File: src/hdl/dof_pkg.sv
/*
  Constants shared by both ends of the sample output link: timing counts,
  own register offsets and field positions, output mode and drive codes.
  Assumes a single system clock at SYS_PERIOD_NS for both ends.
*/
package dof_pkg;

  localparam int unsigned DATA_W          = 16;
  localparam int unsigned PAIR_W          = DATA_W / 2;
  localparam int unsigned SYS_PERIOD_NS   = 25;

  // One output clock period is eight system cycles, one per 45 degree step.
  localparam logic [2:0]  LAST_PHASE      = 3'h7;

  localparam int unsigned NAP_TIME_NS     = 2000;
  localparam logic [7:0]  NAP_CYC         = 8'(NAP_TIME_NS / SYS_PERIOD_NS);
  localparam int unsigned DCS_MIN_PER_NS  = 500;
  localparam logic [7:0]  DCS_MIN_CYC     = 8'(DCS_MIN_PER_NS / SYS_PERIOD_NS);
  localparam logic [6:0]  DCS_LOCK_EDGES  = 7'h64;
  localparam logic [7:0]  PER_MAX         = 8'hff;

  localparam logic [3:0]  OFS_CLK_CTL     = 4'h0;
  localparam logic [3:0]  OFS_OUT_MODE    = 4'h4;
  localparam logic [3:0]  OFS_DATA_FMT    = 4'h8;
  localparam logic [3:0]  OFS_STATUS      = 4'hc;

  localparam int unsigned CC_DCS_BIT      = 0;
  localparam int unsigned CC_PHASE_LSB    = 1;
  localparam int unsigned CC_INV_BIT      = 3;
  localparam int unsigned OM_MODE_LSB     = 0;
  localparam int unsigned OM_CUR_LSB      = 2;
  localparam int unsigned OM_TERM_BIT     = 5;
  localparam int unsigned DF_TWOS_BIT     = 0;

  localparam logic [7:0]  CLK_CTL_RST     = 8'h00;
  localparam logic [7:0]  OUT_MODE_RST    = 8'h10;
  localparam logic        DATA_FMT_RST    = 1'b0;

  localparam logic [1:0]  MODE_FULL       = 2'h0;
  localparam logic [1:0]  MODE_DDR_CMOS   = 2'h1;
  localparam logic [1:0]  MODE_DDR_LVDS   = 2'h2;

  // Drive codes 0..6: 1.75, 2.1, 2.5, 3, 3.5, 4, 4.5 mA; code 7 is illegal.
  localparam logic [2:0]  CUR_DEFAULT     = 3'h4;
  localparam logic [2:0]  CUR_ILLEGAL     = 3'h7;

  localparam logic [DATA_W-1:0] CODE_MAX  = 16'hffff;
  localparam logic [DATA_W-1:0] CODE_MIN  = 16'h0000;

endpackage

File: src/hdl/dof_link_if.sv
/*
  Pin bundle between the converter output formatter and the receiving logic.
  Assumes both ends are instantiated by a surrounding top or bench.
*/
`timescale 1ns/1ps
interface dof_link_if;
  logic                      fwd_sample_clock_p;
  logic                      fwd_sample_clock_n;
  logic [dof_pkg::DATA_W-1:0] chan_one_data;
  logic [dof_pkg::DATA_W-1:0] chan_two_data;
  logic [dof_pkg::PAIR_W-1:0] chan_one_ddr_pair_out;
  logic [dof_pkg::PAIR_W-1:0] chan_two_ddr_pair_out;
  logic                      chan_one_overrange_flag;
  logic                      chan_two_overrange_flag;
  logic                      shared_overrange_flag;
  logic                      drv_lvds;
  logic [2:0]                drv_current_code;
  logic                      drv_term_on;
  logic                      drv_double;

  modport dev (
    output fwd_sample_clock_p,
    output fwd_sample_clock_n,
    output chan_one_data,
    output chan_two_data,
    output chan_one_ddr_pair_out,
    output chan_two_ddr_pair_out,
    output chan_one_overrange_flag,
    output chan_two_overrange_flag,
    output shared_overrange_flag,
    output drv_lvds,
    output drv_current_code,
    output drv_term_on,
    output drv_double
  );

  modport rx (
    input fwd_sample_clock_p,
    input fwd_sample_clock_n,
    input chan_one_data,
    input chan_two_data,
    input chan_one_ddr_pair_out,
    input chan_two_ddr_pair_out,
    input chan_one_overrange_flag,
    input chan_two_overrange_flag,
    input shared_overrange_flag,
    input drv_lvds,
    input drv_current_code,
    input drv_term_on,
    input drv_double
  );
endinterface

File: src/hdl/dof_device.sv
/*
  Output formatter of a two-channel sampling converter: takes sample words,
  codes them, and drives them in full-rate, DDR CMOS or DDR LVDS form with a
  forwarded clock made from the system clock by an eight-phase divider.
  Assumes samples arrive on sys_clk at most once per output clock period,
  configuration over Avalon-MM, and strap and encode pins from outside.
*/
// Implementation choices: the register offsets and register access over Avalon-MM.
`timescale 1ns/1ps

module dof_device (
  input  wire logic                        sys_clk,
  input  wire logic                        rst_n,
  input  wire logic [3:0]                  avs_address,
  input  wire logic                        avs_read,
  input  wire logic                        avs_write,
  input  wire logic [31:0]                 avs_writedata,
  output logic      [31:0]                 avs_readdata,
  output logic                             avs_waitrequest,
  input  wire logic                        strap_mode_pin,
  input  wire logic                        strap_dcs_pin,
  input  wire logic                        strap_lvds_pin,
  input  wire logic                        sample_clock_in_p,
  input  wire logic                        sample_clock_in_n,
  input  wire logic                        smp_valid,
  input  wire logic [dof_pkg::DATA_W-1:0]  smp_ch1,
  input  wire logic [dof_pkg::DATA_W-1:0]  smp_ch2,
  input  wire logic                        smp_ch1_over,
  input  wire logic                        smp_ch1_under,
  input  wire logic                        smp_ch2_over,
  input  wire logic                        smp_ch2_under,
  output logic                             napped,
  output logic                             dcs_locked,
  dof_link_if.dev                          link
);
  import dof_pkg::*;

  logic [7:0]        clk_ctl;
  logic [7:0]        out_mode;
  logic              fmt_twos;
  logic [4:0]        pin_s1;
  logic [4:0]        pin_s2;
  logic              enc_q;
  logic [7:0]        per_cnt;
  logic [7:0]        high_q;
  logic [7:0]        period_q;
  logic [6:0]        lock_cnt;
  logic [7:0]        nap_cnt;
  logic              low_rate_warn;
  logic              duty_warn;
  logic [2:0]        ph;
  logic [1:0]        mode;
  logic [DATA_W-1:0] pend1;
  logic [DATA_W-1:0] pend2;
  logic              pend_f1;
  logic              pend_f2;
  logic [DATA_W-1:0] word1;
  logic [DATA_W-1:0] word2;
  logic              flag1;
  logic              flag2;

  function automatic logic [DATA_W-1:0] code_word(input logic [DATA_W-1:0] v,
                                                  input logic over,
                                                  input logic under,
                                                  input logic twos);
    logic [DATA_W-1:0] w;
    w = over ? CODE_MAX : (under ? CODE_MIN : v);
    return {w[DATA_W-1] ^ twos, w[DATA_W-2:0]};
  endfunction

  // Avalon slave: one wait cycle, then the request completes.
  wire        req     = avs_read | avs_write;
  wire        wr_take = avs_write & ~avs_waitrequest;
  wire [31:0] status  = {25'h0, pin_s2[4], mode, duty_warn, low_rate_warn,
                         dcs_locked, napped};
  wire [31:0] rd_mux  = (avs_address == OFS_CLK_CTL)  ? {24'h0, clk_ctl} :
                        (avs_address == OFS_OUT_MODE) ? {24'h0, out_mode} :
                        (avs_address == OFS_DATA_FMT) ? {31'h0, fmt_twos} :
                        (avs_address == OFS_STATUS)   ? status : 32'h0;

  always_ff @(posedge sys_clk or negedge rst_n) begin
    if (!rst_n) begin
      avs_waitrequest <= 1'b1;
      avs_readdata    <= 32'h0;
    end else begin
      avs_waitrequest <= ~(req & avs_waitrequest);
      if (avs_read & avs_waitrequest) begin
        avs_readdata <= rd_mux;
      end
    end
  end

  always_ff @(posedge sys_clk or negedge rst_n) begin
    if (!rst_n) begin
      clk_ctl  <= CLK_CTL_RST;
      out_mode <= OUT_MODE_RST;
      fmt_twos <= DATA_FMT_RST;
    end else if (wr_take) begin
      if (avs_address == OFS_CLK_CTL) begin
        clk_ctl <= avs_writedata[7:0];
      end
      if (avs_address == OFS_OUT_MODE) begin
        out_mode <= avs_writedata[7:0];
      end
      if (avs_address == OFS_DATA_FMT) begin
        fmt_twos <= avs_writedata[DF_TWOS_BIT];
      end
    end
  end

  // Strap and encode pins cross into sys_clk through two flip-flops.
  always_ff @(posedge sys_clk or negedge rst_n) begin
    if (!rst_n) begin
      pin_s1 <= 5'h0;
      pin_s2 <= 5'h0;
    end else begin
      pin_s1 <= {strap_mode_pin, strap_dcs_pin, strap_lvds_pin,
                 sample_clock_in_p, sample_clock_in_n};
      pin_s2 <= pin_s1;
    end
  end

  wire       strap   = pin_s2[4];
  wire       enc     = pin_s2[1] & ~pin_s2[0];
  wire       enc_r   = enc & ~enc_q;
  wire       enc_f   = ~enc & enc_q;
  wire       dcs_en  = strap ? pin_s2[3] : clk_ctl[CC_DCS_BIT];
  assign mode        = strap ? (pin_s2[2] ? MODE_DDR_LVDS : MODE_FULL)
                             : out_mode[OM_MODE_LSB +: 2];
  // three modes, spare code as full
  wire       ddr     = (mode == MODE_DDR_CMOS) | (mode == MODE_DDR_LVDS);
  wire       lvds    = (mode == MODE_DDR_LVDS);
  wire [1:0] shift   = (dcs_en & ~strap) ? clk_ctl[CC_PHASE_LSB +: 2] : 2'h0;
  wire       inv     = ~strap & clk_ctl[CC_INV_BIT];
  wire [2:0] cur_reg = out_mode[OM_CUR_LSB +: 3];
  wire [2:0] cur     = (strap | (cur_reg == CUR_ILLEGAL)) ? CUR_DEFAULT : cur_reg;
  wire       term    = ~strap & out_mode[OM_TERM_BIT];
  wire       twos    = ~strap & fmt_twos;
  wire [7:0] pdiff   = (per_cnt > period_q) ? per_cnt - period_q : period_q - per_cnt;
  // Sixteen bits so twenty times a full high count cannot wrap.
  wire [15:0] h16    = {8'h0, high_q};
  wire [15:0] p16    = {8'h0, per_cnt};
  wire       duty_bad = dcs_en ? ((h16 * 16'd10 < p16) | (h16 * 16'd10 > p16 * 16'd9))
                               : ((h16 * 16'd20 < p16 * 16'd9) |
                                  (h16 * 16'd20 > p16 * 16'd11));

  // Encode monitor: period, high time, relock and nap detection.
  always_ff @(posedge sys_clk or negedge rst_n) begin
    if (!rst_n) begin
      enc_q         <= 1'b0;
      per_cnt       <= 8'h0;
      high_q        <= 8'h0;
      period_q      <= 8'h0;
      lock_cnt      <= 7'h0;
      low_rate_warn <= 1'b0;
      duty_warn     <= 1'b0;
    end else begin
      enc_q <= enc;
      if (enc_f) begin
        high_q <= per_cnt;
      end
      if (enc_r) begin
        per_cnt       <= 8'h1;
        period_q      <= per_cnt;
        duty_warn     <= duty_bad;
        low_rate_warn <= dcs_en & (per_cnt > DCS_MIN_CYC);
      end else if (per_cnt != PER_MAX) begin
        per_cnt <= per_cnt + 8'h1;
      end
      if (!dcs_en || (enc_r && pdiff > 8'h1)) begin
        lock_cnt <= 7'h0;
      end else if (enc_r && lock_cnt != DCS_LOCK_EDGES) begin
        lock_cnt <= lock_cnt + 7'h1;
      end
    end
  end

  always_ff @(posedge sys_clk or negedge rst_n) begin
    if (!rst_n) begin
      nap_cnt    <= 8'h0;
      napped     <= 1'b0;
      dcs_locked <= 1'b0;
    end else begin
      if (enc_r) begin
        nap_cnt <= 8'h0;
      end else if (nap_cnt < NAP_CYC) begin
        nap_cnt <= nap_cnt + 8'h1;
      end
      napped     <= (nap_cnt >= NAP_CYC);
      dcs_locked <= dcs_en & (lock_cnt == DCS_LOCK_EDGES);
    end
  end

  // Sample path. A second sample within one period overwrites the first.
  always_ff @(posedge sys_clk or negedge rst_n) begin
    if (!rst_n) begin
      ph      <= 3'h0;
      pend1   <= CODE_MIN;
      pend2   <= CODE_MIN;
      pend_f1 <= 1'b0;
      pend_f2 <= 1'b0;
      word1   <= CODE_MIN;
      word2   <= CODE_MIN;
      flag1   <= 1'b0;
      flag2   <= 1'b0;
    end else begin
      ph <= ph + 3'h1;
      if (smp_valid) begin
        pend1   <= code_word(smp_ch1, smp_ch1_over, smp_ch1_under, twos);
        pend2   <= code_word(smp_ch2, smp_ch2_over, smp_ch2_under, twos);
        pend_f1 <= smp_ch1_over | smp_ch1_under;
        pend_f2 <= smp_ch2_over | smp_ch2_under;
      end
      if (ph == LAST_PHASE && !napped) begin
        word1 <= pend1;
        word2 <= pend2;
        flag1 <= pend_f1;
        flag2 <= pend_f2;
      end
    end
  end

  logic [PAIR_W-1:0] even1;
  logic [PAIR_W-1:0] odd1;
  logic [PAIR_W-1:0] even2;
  logic [PAIR_W-1:0] odd2;
  for (genvar i = 0; i < PAIR_W; i++) begin : g_split
    assign even1[i] = word1[2*i];
    assign odd1[i]  = word1[2*i+1];
    assign even2[i] = word2[2*i];
    assign odd2[i]  = word2[2*i+1];
  end

  wire [2:0] ph_sh = ph - {1'b0, shift};
  wire       clk_lv = ph_sh[2] ^ inv;

  always_ff @(posedge sys_clk or negedge rst_n) begin
    if (!rst_n) begin
      link.fwd_sample_clock_p      <= 1'b0;
      link.fwd_sample_clock_n      <= 1'b1;
      link.chan_one_data           <= CODE_MIN;
      link.chan_two_data           <= CODE_MIN;
      link.chan_one_ddr_pair_out   <= '0;
      link.chan_two_ddr_pair_out   <= '0;
      link.chan_one_overrange_flag <= 1'b0;
      link.chan_two_overrange_flag <= 1'b0;
      link.shared_overrange_flag   <= 1'b0;
      link.drv_lvds                <= 1'b0;
      link.drv_current_code        <= CUR_DEFAULT;
      link.drv_term_on             <= 1'b0;
      link.drv_double              <= 1'b0;
    end else begin
      link.fwd_sample_clock_p      <= clk_lv;
      link.fwd_sample_clock_n      <= ~clk_lv;
      link.chan_one_data           <= ddr ? CODE_MIN : word1;
      link.chan_two_data           <= ddr ? CODE_MIN : word2;
      link.chan_one_overrange_flag <= ~ddr & flag1;
      link.chan_two_overrange_flag <= ~ddr & flag2;
      link.chan_one_ddr_pair_out   <= ddr ? (ph[2] ? odd1 : even1) : '0;
      link.chan_two_ddr_pair_out   <= ddr ? (ph[2] ? odd2 : even2) : '0;
      link.shared_overrange_flag   <= ddr & (ph[2] ? flag1 : flag2);
      link.drv_lvds                <= lvds;
      link.drv_current_code        <= cur;
      link.drv_term_on             <= lvds & term;
      link.drv_double              <= lvds & term;
    end
  end

endmodule

File: src/flat_wrapper.sv
// flat-port wrapper written by rule: the top's interface ports become plain ports
module dof_device_flat import dof_pkg::*;
  (sys_clk, rst_n, avs_address, avs_read, avs_write, avs_writedata, avs_readdata, avs_waitrequest, strap_mode_pin, strap_dcs_pin, strap_lvds_pin, sample_clock_in_p, sample_clock_in_n, smp_valid, smp_ch1, smp_ch2, smp_ch1_over, smp_ch1_under, smp_ch2_over, smp_ch2_under, napped, dcs_locked, link_fwd_sample_clock_p, link_fwd_sample_clock_n, link_chan_one_data, link_chan_two_data, link_chan_one_ddr_pair_out, link_chan_two_ddr_pair_out, link_chan_one_overrange_flag, link_chan_two_overrange_flag, link_shared_overrange_flag, link_drv_lvds, link_drv_current_code, link_drv_term_on, link_drv_double);
  dof_link_if link_i ();
  input  wire logic sys_clk;
  input  wire logic rst_n;
  input  wire logic [3:0] avs_address;
  input  wire logic avs_read;
  input  wire logic avs_write;
  input  wire logic [31:0] avs_writedata;
  output logic      [31:0] avs_readdata;
  output logic avs_waitrequest;
  input  wire logic strap_mode_pin;
  input  wire logic strap_dcs_pin;
  input  wire logic strap_lvds_pin;
  input  wire logic sample_clock_in_p;
  input  wire logic sample_clock_in_n;
  input  wire logic smp_valid;
  input  wire logic [dof_pkg::DATA_W-1:0] smp_ch1;
  input  wire logic [dof_pkg::DATA_W-1:0] smp_ch2;
  input  wire logic smp_ch1_over;
  input  wire logic smp_ch1_under;
  input  wire logic smp_ch2_over;
  input  wire logic smp_ch2_under;
  output logic napped;
  output logic dcs_locked;
  output wire logic [$bits(link_i.fwd_sample_clock_p)-1:0] link_fwd_sample_clock_p;
  output wire logic [$bits(link_i.fwd_sample_clock_n)-1:0] link_fwd_sample_clock_n;
  output wire logic [$bits(link_i.chan_one_data)-1:0] link_chan_one_data;
  output wire logic [$bits(link_i.chan_two_data)-1:0] link_chan_two_data;
  output wire logic [$bits(link_i.chan_one_ddr_pair_out)-1:0] link_chan_one_ddr_pair_out;
  output wire logic [$bits(link_i.chan_two_ddr_pair_out)-1:0] link_chan_two_ddr_pair_out;
  output wire logic [$bits(link_i.chan_one_overrange_flag)-1:0] link_chan_one_overrange_flag;
  output wire logic [$bits(link_i.chan_two_overrange_flag)-1:0] link_chan_two_overrange_flag;
  output wire logic [$bits(link_i.shared_overrange_flag)-1:0] link_shared_overrange_flag;
  output wire logic [$bits(link_i.drv_lvds)-1:0] link_drv_lvds;
  output wire logic [$bits(link_i.drv_current_code)-1:0] link_drv_current_code;
  output wire logic [$bits(link_i.drv_term_on)-1:0] link_drv_term_on;
  output wire logic [$bits(link_i.drv_double)-1:0] link_drv_double;
  assign link_fwd_sample_clock_p = link_i.fwd_sample_clock_p;
  assign link_fwd_sample_clock_n = link_i.fwd_sample_clock_n;
  assign link_chan_one_data = link_i.chan_one_data;
  assign link_chan_two_data = link_i.chan_two_data;
  assign link_chan_one_ddr_pair_out = link_i.chan_one_ddr_pair_out;
  assign link_chan_two_ddr_pair_out = link_i.chan_two_ddr_pair_out;
  assign link_chan_one_overrange_flag = link_i.chan_one_overrange_flag;
  assign link_chan_two_overrange_flag = link_i.chan_two_overrange_flag;
  assign link_shared_overrange_flag = link_i.shared_overrange_flag;
  assign link_drv_lvds = link_i.drv_lvds;
  assign link_drv_current_code = link_i.drv_current_code;
  assign link_drv_term_on = link_i.drv_term_on;
  assign link_drv_double = link_i.drv_double;
  dof_device u_core (.sys_clk(sys_clk), .rst_n(rst_n), .avs_address(avs_address), .avs_read(avs_read), .avs_write(avs_write), .avs_writedata(avs_writedata), .avs_readdata(avs_readdata), .avs_waitrequest(avs_waitrequest), .strap_mode_pin(strap_mode_pin), .strap_dcs_pin(strap_dcs_pin), .strap_lvds_pin(strap_lvds_pin), .sample_clock_in_p(sample_clock_in_p), .sample_clock_in_n(sample_clock_in_n), .smp_valid(smp_valid), .smp_ch1(smp_ch1), .smp_ch2(smp_ch2), .smp_ch1_over(smp_ch1_over), .smp_ch1_under(smp_ch1_under), .smp_ch2_over(smp_ch2_over), .smp_ch2_under(smp_ch2_under), .napped(napped), .dcs_locked(dcs_locked), .link(link_i));
endmodule
File: config.mk
export PLATFORM = sky130hd
export DESIGN_NAME = dof_device_flat
export DESIGN_NICKNAME = d
export VERILOG_FILES = /design/src/hdl/dof_pkg.sv /design/src/hdl/dof_link_if.sv /design/src/hdl/dof_device.sv /design/src/flat_wrapper.sv
export SDC_FILE = /design/constraint.sdc
export NUM_CORES = 1
export LEC_CHECK = 0
export BUFFER_PORTS_ARGS = -buffer_cell sky130_fd_sc_hd__buf_2
export CAP_MARGIN = 40
export CORE_ASPECT_RATIO = 0.6
export CORE_MARGIN = 2
export CORE_UTILIZATION = 42
export CTS_CLUSTER_SIZE = 8
export DETAILED_ROUTE_END_ITERATION = 10
export MAX_ROUTING_LAYER = met4
export SYNTH_ARGS = -nofsm -noshare
export SYNTH_HDL_FRONTEND = slang
export SYNTH_SLANG_ARGS = --single-unit
File: constraint.sdc
create_clock -name sys_clk -period 11.75 [get_ports sys_clk]
set_clock_uncertainty 0.05 [all_clocks]
set_input_delay 0.5875 -clock sys_clk [delete_from_list [all_inputs] [get_ports sys_clk]]
set_output_delay 0.5875 -clock sys_clk [all_outputs]
set_load 0.005 [all_outputs]
==> flow_summary.json <==
{
  "cp_cell_sequence": "ha_1 -> fa_1 -> ha_1 -> a21oi_1 -> nand2b_1 -> a21oi_1 -> o41a_1 -> a31oi_1 -> ha_1 -> a21oi_1 -> o21ai_0 -> nor3_1 -> a21oi_1 -> o32ai_1 -> a31oi_1",
  "max_cap_viol_count": 0,
  "crit_fanout": 8,
  "reg2reg_slack_ns": 7.62,
  "place.port_buffers": 127,
  "clk_pin_slew_ns": 0.05,
  "crit_type": "reg -> reg",
  "grt-ovfl-total": 0,
  "cp.depth": 15,
  "drcViolationCount": 0,
  "detail_route.wl_per_cell_um": 16.5,
  "max_stage_delay_ns": 0.51,
  "seq_area_frac_synth_pct": 47.6,
  "ys_ff_latch": 209,
  "die_x_um": 213,
  "cpMostUsedCell": "a21oi_1",
  "drtIter0Drc": 480,
  "netSwitchingPower_w": 0.000945,
  "synth_edf_count": 0,
  "synth_compound_area_share_pct": 11.6,
  "cts_buffers": 30,
  "pin_count": 176,
  "synth_area_leaders": "dfrtp_1 (47%), ha_1 (12%), mux2_2 (5.7%)",
  "cts-hold-fix-buffers": 0,
  "clock_sinks": 209,
  "cellPowerDensity_nw_per_um2": 211,
  "cts-root-buf": "clkbuf_16",
  "place_hpwl_um": 18100,
  "finalSetupViolations": 0,
  "drive_gt1_share_pct": 20.4,
  "worstReg2RegStart": "u_core.per_cnt[1]",
  "rr_worst_depth": 15,
  "via_per_inst": 5.09,
  "grt_pass1_wl_um": 40500,
  "synth_common_cells": "dfrtp_1 (205), ha_1 (102), nor2_1 (96)",
  "rows": 45,
  "grt_max_degree": 131,
  "finalCriticalPeriod_ns": 4.13,
  "syn_area_um2": 11000,
  "seq_power_share_pct": 34.1,
  "path_buf_inv": 0,
  "avgSynthCellArea_um2": 10.6,
  "start_util_pct": 43.2,
  "synth-simple-area-share_pct": 11.8,
  "startpoint": "u_core.per_cnt[1]",
  "start_kind": "flop",
  "clock.fmax_ghz": 0.242,
  "synth_top_family_by_area": "adder cells",
  "core_um2": 25500,
  "drv_slew": 0,
  "synth_xor_xnor_area_share_pct": 2.79,
  "wl_um": 25200,
  "p_comb_share_pct": 37.7,
  "hp-class": "in -> async",
  "die_height_um": 129,
  "clock_latency_ns": 0.54,
  "dr_total_vias": 7769,
  "use_met3_pct": 3.59,
  "critPathCapture": "u_core.duty_warn",
  "synth.distinct_cells": 62,
  "drtPass1Iterations": 5,
  "r2r_end": "u_core.duty_warn",
  "place.gp.congestion": 0.816,
  "async_flop_share_pct": 100,
  "synth_fa_ha_area_share_pct": 13.2,
  "ant_nets": 0,
  "post_cts_resized": 0,
  "yosysMostFrequentCell": "dfrtp_1",
  "crit_arrival_ns": 4.48,
  "grt_usage_pct": 19.2,
  "crit_slowest_cell": "dfrtp_1",
  "synth_warnings": 0,
  "layout.nets": 1357,
  "period_share_pct": 35.1,
  "h-tree-depth": 1,
  "first_global_vias": 7485,
  "area_delta_synth_final_pct": 15.9,
  "tightest_slew_ns": 0.981,
  "cp-end-kind": "flop",
  "die_area_um2": 27600,
  "netlist_instances": 1036,
  "cts_tree": "done",
  "p_clk_share_pct": 28.2,
  "grt_busiest_layer": "met1",
  "intPower_w": 0.00175,
  "fin_tns_setup_ns": 0,
  "max_slew_margin_pct": 34.6,
  "status": "complete, no violations",
  "postCtsSetupBuffers": 0,
  "cpLargestDelayFamily": "compound AO/OA/AOI/OAI gates",
  "muxShareOfSynthArea_pct": 7.82,
  "irDropWorstVdd_uv": 121,
  "hold_viol": 0,
  "ys.flop_type": "dfrtp_1",
  "crit_required_ns": 12.10,
  "yosysTopAreaCell": "dfrtp_1",
  "antenna_found_initial": 1,
  "final_util_pct": 50.0,
  "synth_top_area_share_pct": 46.6,
  "cts_max_path_buffers": 3,
  "rsz0062_at_grt": "no",
  "power.leakage_nw": 6.05,
  "p_sw_share_pct": 35.1,
  "grt_use_met2_pct": 24.4,
  "grt_use_met1_pct": 31.1
}
[layout make-up]
| class | instances | area, µm² |
|---|---|---|
| Fill cell | 2346 | 12700 |
| Multi-Input combinational cell | 727 | 5300 |
| Sequential cell | 209 | 5240 |
| Clock buffer | 40 | 810 |
| Timing Repair Buffer | 135 | 738 |
| Tap cell | 352 | 440 |
| Inverter | 61 | 229 |
| Clock inverter | 1 | 8.76 |
| Antenna cell | 1 | 2.50 |
[worst register-to-register path, delay by kind of cell, from the launching register on]
kind,cells,cell delay (ns)
AO/OA/AOI/OAI,9,1.65
adder cells (fa/ha/maj),4,1.49
flip-flops,1,0.51
AND/OR/NAND/NOR,2,0.31
[routing by layer]
| metal | vias to the layer above | share of wire (%) | wire length [µm] |
|---|---|---|---|
| met3 | 29 | 5.2 | 1310 |
| met4 | 0 | 1.1 | 289 |
| li1 | 3803 | - | - |
| met2 | 173 | 39 | 9770 |
| met1 | 3764 | 55 | 13900 |
| met5 | - | 0 | 0 |
[power by group through the flow]
stage               registers (W)  clock network (W)  logic [W]
global placement         0.000928                  0   0.000986
floorplan                0.000909                  0   0.000743
global route             0.000933           0.000813    0.00118
finish                   0.000919           0.000761    0.00102
CTS                      0.000920           0.000782    0.00102
detailed placement       0.000930                  0    0.00101
[worst min-delay path by stage]
stage / slack, ns / end / cells past startpoint / startpoint
final: 0.09 / u_core.high_q[7] / 1 / rst_n
after global routing: 0.11 / u_core.pin_s1[1] / 1 / sample_clock_in_p
after CTS: 0.10 / u_core.pin_s1[4] / 1 / strap_mode_pin
after detailed placement: 0.28 / u_core.pin_s2[2] / 0 / u_core.pin_s1[2]
after global placement: 0.28 / u_core.pin_s2[0] / 0 / u_core.pin_s1[0]
after floorplan: 0.24 / u_core.avs_readdata[0] / 0 / rst_n
[registers in the layout (all words and copies together), names as in the netlist, 16 cells and up]
| signal | cells |
|---|---|
| u_core.link.chan_one_data | 16 |
| u_core.link.chan_two_data | 16 |
| u_core.pend1 | 16 |
| u_core.pend2 | 16 |
| u_core.word1 | 16 |
| u_core.word2 | 16 |
[cell families (layout without fill, tap and decap cells)]
| kind of cell | Yosys count | after routing |
|---|---|---|
| muxes | 79 | 79 |
| DFF | 209 | 209 |
| and+or+nand+nor | 262 | 262 |
| AOI/OAI and AO/OA | 216 | 216 |
| adders and majority gates | 111 | 111 |
| other | 1 | 25 |
| xor gates and xnor gates | 35 | 35 |
| buffers and inverters | 123 | 237 |
[cell usage in the layout (no fill, tap or decap), types with 9 or more instances in the layout]
cell / count
and2_1: 35
o21ai_0: 52
nand4_1: 12
xnor2_1: 23
nor2b_1: 11
conb_1: 24
nand2_1: 46
mux2i_1: 23
clkbuf_1: 9
ha_1: 102
nor2_1: 95
clkbuf_16: 31
a21o_1: 12
inv_1: 61
dfrtp_1: 205
a21oi_1: 95
buf_2: 126
fa_1: 9
xor2_1: 12
mux2_2: 56
nand3_1: 17
a31oi_1: 11
nor3_1: 10
[stage by stage]
| step | cell area, µm² | hold WS, ns | total power, W | setup WS [ns] | instances |
|---|---|---|---|---|---|
| after detailed placement | 11900 | 0.285 | 0.00194 | 7.69 | 1484 |
| after global routing | 12800 | 0.106 | 0.00292 | 7.36 | 1526 |
| after global placement | 11900 | 0.284 | 0.00191 | 7.68 | 1481 |
| final | 12800 | 0.0938 | 0.00270 | 7.62 | 1526 |
| after floorplan | 11100 | 0.242 | 0.00165 | 8.04 | 1059 |
| after CTS | 12800 | 0.101 | 0.00272 | 7.64 | 1525 |
No activity file was read; power rests on OpenSTA's default activity.
